<file path="config.mk">
export PLATFORM = sky130hd
export DESIGN_NAME = pcio_port
export DESIGN_NICKNAME = d
export VERILOG_FILES = /design/src/rtl/pcio_pkg.sv /design/src/rtl/pcio_bus_front.sv /design/src/rtl/pcio_pin_drive.sv /design/src/rtl/pcio_port.sv
export SDC_FILE = /design/constraint.sdc
export NUM_CORES = 1
export LEC_CHECK = 0
export BUFFER_PORTS_ARGS = -buffer_cell sky130_fd_sc_hd__buf_4
export CAP_MARGIN = 20
export CORE_AREA = 2 2 79 81
export CTS_BUF_LIST = sky130_fd_sc_hd__clkbuf_4 sky130_fd_sc_hd__clkbuf_8
export DETAILED_ROUTE_END_ITERATION = 6
export DIE_AREA = 0 0 81 83
export PLACE_DENSITY = 0.73
export RECOVER_POWER = 50
export SLEW_MARGIN = 10
export SYNTH_ARGS = -nofsm -noshare
export SYNTH_HDL_FRONTEND = slang
export SYNTH_SLANG_ARGS = --single-unit
</file>
<file path="constraint.sdc">
create_clock -name clk_i -period 2.1 [get_ports clk_i]
set_clock_uncertainty 0.1 [all_clocks]
set_input_delay 0.105 -clock clk_i [delete_from_list [all_inputs] [get_ports clk_i]]
set_output_delay 0.105 -clock clk_i [all_outputs]
set_load 0.01 [all_outputs]
</file>
<file path="src/rtl/pcio_pkg.sv">
/*
 * shared constants and carriers of the port C general-purpose i/o block.
 * assumes a 32-bit AHB-Lite bus and a synchronous 20 MHz system clock.
 */
package pcio_pkg;

    // ************************************************************
    // register map: word indices, byte address is four times these
    // ************************************************************
    localparam int unsigned PORT_W     = 8;
    localparam logic [15:0] DIR_INDEX  = 16'hFFD5;
    localparam logic [15:0] DATA_INDEX = 16'hFFD7;
    localparam int unsigned IDX_LSB    = 2;
    localparam int unsigned IDX_MSB    = 17;

    // ************************************************************
    // reset and read-back values
    // ************************************************************
    localparam logic [7:0]  DIR_RESET  = 8'h00;
    localparam logic [7:0]  DATA_RESET = 8'h00;
    localparam logic [7:0]  DIR_READ   = 8'hFF;
    localparam logic [31:0] RDATA_NONE = 32'h0000_0000;
    localparam logic        HRESP_OKAY = 1'b0;

    // ************************************************************
    // pin roles: pins 5..2 carry chip selects seven..four
    // ************************************************************
    localparam int unsigned CS_LO = 2;
    localparam int unsigned CS_HI = 5;

    typedef enum logic [1:0] {
        PCIO_PH_IDLE = 2'b01,
        PCIO_PH_DATA = 2'b10
    } pcio_phase_t;

    typedef struct packed {
        logic        wr;
        logic        rd;
        logic [15:0] index;
    } pcio_access_t;

    typedef struct packed {
        logic [7:0] level;
        logic [7:0] oe;
    } pcio_drive_t;

endpackage : pcio_pkg

</file>
<file path="src/rtl/pcio_bus_front.sv">
/*
 * AHB-Lite address-phase decode and data-phase hold for the port block.
 * assumes hready is the block's own zero-wait hreadyout.
 */
`timescale 1ns/10ps
`default_nettype none

module pcio_bus_front #(
    parameter int unsigned HADDR_W = 32
) (
    input  wire logic                 clk_i,
    input  wire logic                 rst_i,
    input  wire logic                 hsel_i,
    input  wire logic [HADDR_W-1:0]   haddr_i,
    input  wire logic [1:0]           htrans_i,
    input  wire logic                 hwrite_i,
    input  wire logic                 hready_i,
    output pcio_pkg::pcio_access_t    addr_ph_o,
    output pcio_pkg::pcio_access_t    data_ph_o
);

    pcio_pkg::pcio_phase_t phase;
    logic                  take;

    // idle and busy transfers are answered but never decoded
    assign take = hsel_i & htrans_i[1] & hready_i;
    assign addr_ph_o.wr    = take & hwrite_i;
    assign addr_ph_o.rd    = take & ~hwrite_i;
    // only sixteen bits of the word address are compared
    assign addr_ph_o.index = haddr_i[pcio_pkg::IDX_MSB:pcio_pkg::IDX_LSB];

    always_ff @(posedge clk_i) begin
        if (rst_i) begin
            phase     <= pcio_pkg::PCIO_PH_IDLE;
            data_ph_o <= '0;
        end else begin
            data_ph_o <= take ? addr_ph_o : '0;
            case (phase)
                pcio_pkg::PCIO_PH_IDLE: begin
                    if (take) begin
                        phase <= pcio_pkg::PCIO_PH_DATA;
                    end
                end
                pcio_pkg::PCIO_PH_DATA: begin
                    if (!take) begin
                        phase <= pcio_pkg::PCIO_PH_IDLE;
                    end
                end
                default: begin
                    phase <= pcio_pkg::PCIO_PH_IDLE;
                end
            endcase
        end
    end

endmodule : pcio_bus_front

`default_nettype wire

</file>
<file path="src/rtl/pcio_pin_drive.sv">
/*
 * registered pin driver: per-pin level and output enable.
 * assumes chip selects arrive active low from the bus controller.
 */
`timescale 1ns/10ps
`default_nettype none

module pcio_pin_drive (
    input  wire logic               clk_i,
    input  wire logic               rst_i,
    input  wire logic               hw_standby_i,
    input  wire logic [7:0]         dir_i,
    input  wire logic [7:0]         data_i,
    input  wire logic [3:0]         cs_n_i,
    output pcio_pkg::pcio_drive_t   drive_o
);

    always_ff @(posedge clk_i) begin
        if (rst_i || hw_standby_i) begin
            drive_o.oe <= '0;
        end else begin
            // a cleared bit releases its pin
            drive_o.oe <= dir_i;
        end
    end

    always_ff @(posedge clk_i) begin
        if (rst_i) begin
            drive_o.level <= pcio_pkg::DATA_RESET;
        end else begin
            // generic outputs follow the data register
            drive_o.level <= data_i;
            // pins 5..2 carry chip selects seven..four
            drive_o.level[pcio_pkg::CS_HI:pcio_pkg::CS_LO] <= cs_n_i;
        end
    end

endmodule : pcio_pin_drive

`default_nettype wire

</file>
<file path="src/rtl/pcio_port.sv">
/*
 * port C general-purpose i/o block: direction and data registers on
 * AHB-Lite, registered pin drive and a direction-steered port read.
 * assumes pins and standby level are synchronous to clk_i, and that the
 * bus controller supplies the four active-low chip selects.
 */
// The AHB-Lite slave port was left to the implementer.
`timescale 1ns/10ps
`default_nettype none

module pcio_port #(
    parameter int unsigned HADDR_W = 32
) (
    input  wire logic                clk_i,
    input  wire logic                rst_i,
    // ************************************************************
    // AHB-Lite slave
    // ************************************************************
    input  wire logic                hsel_i,
    input  wire logic [HADDR_W-1:0]  haddr_i,
    input  wire logic [1:0]          htrans_i,
    input  wire logic                hwrite_i,
    input  wire logic [31:0]         hwdata_i,
    input  wire logic                hready_i,
    output logic [31:0]              hrdata_o,
    output logic                     hreadyout_o,
    output logic                     hresp_o,
    // ************************************************************
    // system and pins
    // ************************************************************
    input  wire logic                hw_standby_i,
    input  wire logic [3:0]          cs_n_i,
    input  wire logic [7:0]          pin_i,
    output logic [7:0]               pin_o,
    output logic [7:0]               pin_oe_o
);

    // ************************************************************
    // elaboration checks
    // ************************************************************
    // the word index needs address bits up to IDX_MSB
    if (HADDR_W <= pcio_pkg::IDX_MSB) begin : g_bad_addr_w
        $error("haddr too narrow for the port register index");
    end

    // ************************************************************
    // declarations
    // ************************************************************
    pcio_pkg::pcio_access_t  addr_ph;
    pcio_pkg::pcio_access_t  data_ph;
    pcio_pkg::pcio_drive_t   drive;

    logic [7:0]              port_c_direction;
    logic [7:0]              port_c_data;

    logic                    dir_wr;
    logic                    data_wr;
    logic [7:0]              wr_byte;

    logic [7:0]              fwd_direction;
    logic [7:0]              fwd_data;
    logic [31:0]             next_rdata;

    // ************************************************************
    // helpers
    // ************************************************************
    function automatic logic hit(
        input pcio_pkg::pcio_access_t acc,
        input logic [15:0]            index
    );
        return acc.index == index;
    endfunction : hit

    // each bit picks stored data or the live pin by its direction
    function automatic logic [7:0] port_view(
        input logic [7:0] dir,
        input logic [7:0] data,
        input logic [7:0] pins
    );
        // outputs read back stored data inputs the pin
        return (dir & data) | (~dir & pins);
    endfunction : port_view

    // ************************************************************
    // bus front end
    // ************************************************************
    pcio_bus_front #(
        .HADDR_W   (HADDR_W)
    ) u_front (
        .clk_i     (clk_i),
        .rst_i     (rst_i),
        .hsel_i    (hsel_i),
        .haddr_i   (haddr_i),
        .htrans_i  (htrans_i),
        .hwrite_i  (hwrite_i),
        .hready_i  (hready_i),
        .addr_ph_o (addr_ph),
        .data_ph_o (data_ph)
    );

    // narrow data sits in byte lane 0, the rest is dropped
    assign wr_byte = hwdata_i[7:0];

    // the data-phase write lands on the edge that ends it
    assign dir_wr  = data_ph.wr & hit(data_ph, pcio_pkg::DIR_INDEX);
    assign data_wr = data_ph.wr & hit(data_ph, pcio_pkg::DATA_INDEX);

    // ************************************************************
    // direction register
    // ************************************************************
    // no standby-software input exists: holding is simply the
    // absence of any clear, so outputs stay driven
    always_ff @(posedge clk_i) begin
        if (rst_i || hw_standby_i) begin
            port_c_direction <= pcio_pkg::DIR_RESET;
        end else if (dir_wr) begin
            port_c_direction <= wr_byte;
        end
    end

    // ************************************************************
    // data register
    // ************************************************************
    always_ff @(posedge clk_i) begin
        if (rst_i || hw_standby_i) begin
            port_c_data <= pcio_pkg::DATA_RESET;
        end else if (data_wr) begin
            port_c_data <= wr_byte;
        end
    end

    // ************************************************************
    // read path
    // ************************************************************
    // read data is registered at the address-phase edge, so a read
    // that directly follows a write would see the old value; the
    // write still in its data phase is forwarded instead of adding
    // a wait state
    always_comb begin
        fwd_direction = port_c_direction;
        fwd_data      = port_c_data;
        if (dir_wr) begin
            fwd_direction = wr_byte;
        end
        if (data_wr) begin
            fwd_data = wr_byte;
        end
        if (hw_standby_i) begin
            fwd_direction = pcio_pkg::DIR_RESET;
            fwd_data      = pcio_pkg::DATA_RESET;
        end
    end

    always_comb begin
        next_rdata = pcio_pkg::RDATA_NONE;
        if (addr_ph.rd) begin
            if (hit(addr_ph, pcio_pkg::DIR_INDEX)) begin
                // write-only: the stored value never shows
                next_rdata[7:0] = pcio_pkg::DIR_READ;
            end else if (hit(addr_ph, pcio_pkg::DATA_INDEX)) begin
                next_rdata[7:0] = port_view(fwd_direction,
                                            fwd_data, pin_i);
            end
        end
    end

    // unmapped reads return zero, idle cycles clear the bus
    always_ff @(posedge clk_i) begin
        if (rst_i) begin
            hrdata_o <= pcio_pkg::RDATA_NONE;
        end else begin
            hrdata_o <= next_rdata;
        end
    end

    // ************************************************************
    // bus handshake
    // ************************************************************
    // zero wait states, every access answers OKAY
    always_ff @(posedge clk_i) begin
        if (rst_i) begin
            hreadyout_o <= 1'b1;
            hresp_o     <= pcio_pkg::HRESP_OKAY;
        end else begin
            hreadyout_o <= 1'b1;
            hresp_o     <= pcio_pkg::HRESP_OKAY;
        end
    end

    // ************************************************************
    // pins
    // ************************************************************
    // no mode input reaches the pin logic: pin roles are fixed
    pcio_pin_drive u_drive (
        .clk_i        (clk_i),
        .rst_i        (rst_i),
        .hw_standby_i (hw_standby_i),
        .dir_i        (port_c_direction),
        .data_i       (port_c_data),
        .cs_n_i       (cs_n_i),
        .drive_o      (drive)
    );

    // both come from flops inside the drive stage
    assign pin_o    = drive.level;
    assign pin_oe_o = drive.oe;

endmodule : pcio_port

`default_nettype wire
</file>
==> results by group <==
Status
  • Status: finished, final reports clean

Clocking
  • Clk root buf: clkbuf_8
  • Max Buffers Root-to-Sink: 2
  • H-Tree Depth: 3
  • CTS sink cnt: 57
  • CTS tree: built
  • Clk slew on worst S/H paths: 0.06 ns
  • Clk_lat worst skew: 0.33 ns
  • CTS buffer count: 9

Global route
  • First-pass GRT wire length: 9321 um
  • Total track usage: 17.83%
  • Pin count of the biggest net entering global routing: 17
  • Number of global-route vias before repair: 2027
  • Initial antenna violation count: 0
  • Total grt overflow: 0

Place
  • HPWL after DPL: 3775 um
  • IO Port Bufs: 66
  • Placed cells: 381
  • Setup WS pre-CTS: 0.02380 ns
  • Routability cong.: 0.7959

Cells and area
  • Layout cells sized above 1: 25.56%
  • Diode count: 0
  • Area Growth Syn to Fin: 44.18%
  • Most frequent cells in the layout: 54 x dfxtp_1, 49 x buf_4, 34 x dlygate4sd3_1, 26 x conb_1, 23 x nand2_1
  • Commonest non-fill, non-tap cell in the layout: dfxtp_1
  • Fin util: 57.08%
  • Fin cells: 431
  • Final nets: 436

Die
  • Die area: 6723 um2
  • Row cnt: 28
  • Core footprint: 5816 um2
  • Die span in y: 83 um
  • Starting density of the core: 39.59%
  • Die W: 81 um
  • Num ports: 134

Critical path
  • WP data arrival: 2.18 ns
  • Crit path launch type: flop
  • WS Path Type: reg -> reg
  • Crit-path max FO: 10
  • RR Startpoint: u_front.data_ph_o[2]
  • CP endpoint kind: flop
  • CP Data Required Time: 2.19 ns
  • Setup crit start: u_front.data_ph_o[2]

Routing
  • Initial drt markers: 127
  • Final WL: 5815 um
  • Via Count: 2065
  • Vias per cell: 4.791
  • Antenna-violating nets left: 0
  • Avg WL per Cell: 13.49 um
  • DRC: 0
  • DRT Pass-1 Iters: 4

Yosys
  • Synth warn: 0
  • Synthesized cell area: 2302 um2
  • Synth cell types: 32
  • Cells after Synth: 245
  • Post-synthesis register bit count: 57
  • Register area share after synthesis: 49.57%
  • Syn Area/Cell: 9.397 um2

STA
  • Post-route setup slack: 0.01436 ns
  • Min cycle time layout: 2.086 ns
  • Fin Hold WS: 0.006108 ns
  • Unrepaired setup endpoints after global routing: true
  • Sum Neg Setup Slack: 0 ns
  • Final hold viol count: 0
  • Fmax: 0.4795 GHz
  • Worst-Margin Slew: 0.6660 ns
  • Final worst-path cycle share: 99.32%
  • Setup Viol. Count Final: 0
  • Slew Viols, Final: 0
  • Slew headroom: 55.43%

Min path
  • Worst hold path class: in -> reg
  • Hold_sp: pin_i[3]

Power
  • VDD IR max: 0.0003826 V
  • Static leakage: 1.358 nW
  • Power Density: 675.0 nW/um2

Flow run
  • Max Cap Violations: 0
[final timing paths]
check	cells past startpoint	slack, ns	end
min reg2reg	2	0.37	port_c_data[4]
max reg2reg	7	0.01	hrdata_o[6]
max	7	0.01	hrdata_o[6]
min	3	0.006	hrdata_o[3]
[area by class of cell]
class,count,area (um2)
Clock buffer,11,138.9
Multi-Input combinational cell,176,1041
Inverter,2,7.507
Clock inverter,4,45.04
Sequential cell,57,1145
Tap cell,75,93.84
Fill cell,506,2496
Timing Repair Buffer,106,848.3
[timing repair]
item	in CTS	in global routing
buffers inserted	0	1
setup endpoints to repair	0	12
hold buffers	34	0
hold endpoints to repair	37	0
resized for setup	0	11
[cell usage after synthesis]
library cell   n  area, um2
nor3_1         4      20.02
nor2b_1        8      50.05
nand3_1        2      10.01
and2_1        27      168.9
nor2_4         1      11.26
buf_1          1      3.750
nor4_2         1      12.51
or4_4          1      11.26
mux2_2         2      22.52
buf_4         26      195.2
or2_2          1      6.260
a31oi_1        2      12.51
o21ba_1        4      40.04
o21ai_0        6      30.03
nor2_2         1      6.260
nor4_1         1      6.260
conb_1         2      7.510
mux2i_1        4      40.04
inv_1          2      7.510
and4b_1        1      10.01
nand2_1       24      90.09
nand4_1        3      18.77
o31ai_1        8      60.06
nor2_1        10      37.54
dfxtp_1       57       1141
buf_6          1      11.26
a21o_1         2      15.01
nand4b_1       6      52.55
a21oi_1       20      100.1
nand3b_1      10      75.07
clkbuf_1       6      22.52
nand2b_1       1      6.260
[stage by stage]
stage | area [um2] | power [mW]
after floorplan | 2392 | 1.206
after global placement | 2799 | 1.254
after detailed placement | 2799 | 1.255
after CTS | 3323 | 2.256
after global routing | 3319 | 2.315
final | 3319 | 2.241
[power breakdown]
group	total, mW	internal (mW)	switching (mW)
Clock	0.958	0.561	0.397
Combinational	0.188	0.106	0.0824
Sequential	1.09	1.09	0.00317
[sequential cells by signal (all words and copies together), names as in the netlist]
name,flops
hrdata_o,8
port_c_direction,8
port_c_data,8
u_front.data_ph_o,17
u_drive.drive_o,16
[critical path: stages (launching register included)]
cell	delay, ns
dfxtp_1	0.31
nand4_1	0.16
or4_4	0.57
nor2_4	0.16
buf_12	0.16
mux2i_2	0.25
o21ba_1	0.16
o31ai_2	0.07
[cell families (layout without fill, tap and decap cells)]
| kind of cell | after synthesis | count (layout) | synth area share [%] |
|---|---|---|---|
| flip-flops | 57 | 57 | 49.57 |
| buffers and inverters | 36 | 123 | 10.43 |
| other | 2 | 26 | 0.3262 |
| multiplexers | 6 | 6 | 2.717 |
| AND/OR/NAND/NOR | 102 | 102 | 25.76 |
| AO/OA/AOI/OAI | 42 | 42 | 11.20 |
[per-layer routing]
metal / share of wire, % / vias to the layer above / GRT usage, %
li1: - / 993 / -
met1: 40 / 981 / 20.41
met2: 51 / 75 / 30.50
met3: 6.1 / 16 / 3.587
met4: 2.9 / 0 / 9.553
met5: 0 / - / 0
No activity file was read; power rests on OpenSTA's default activity.
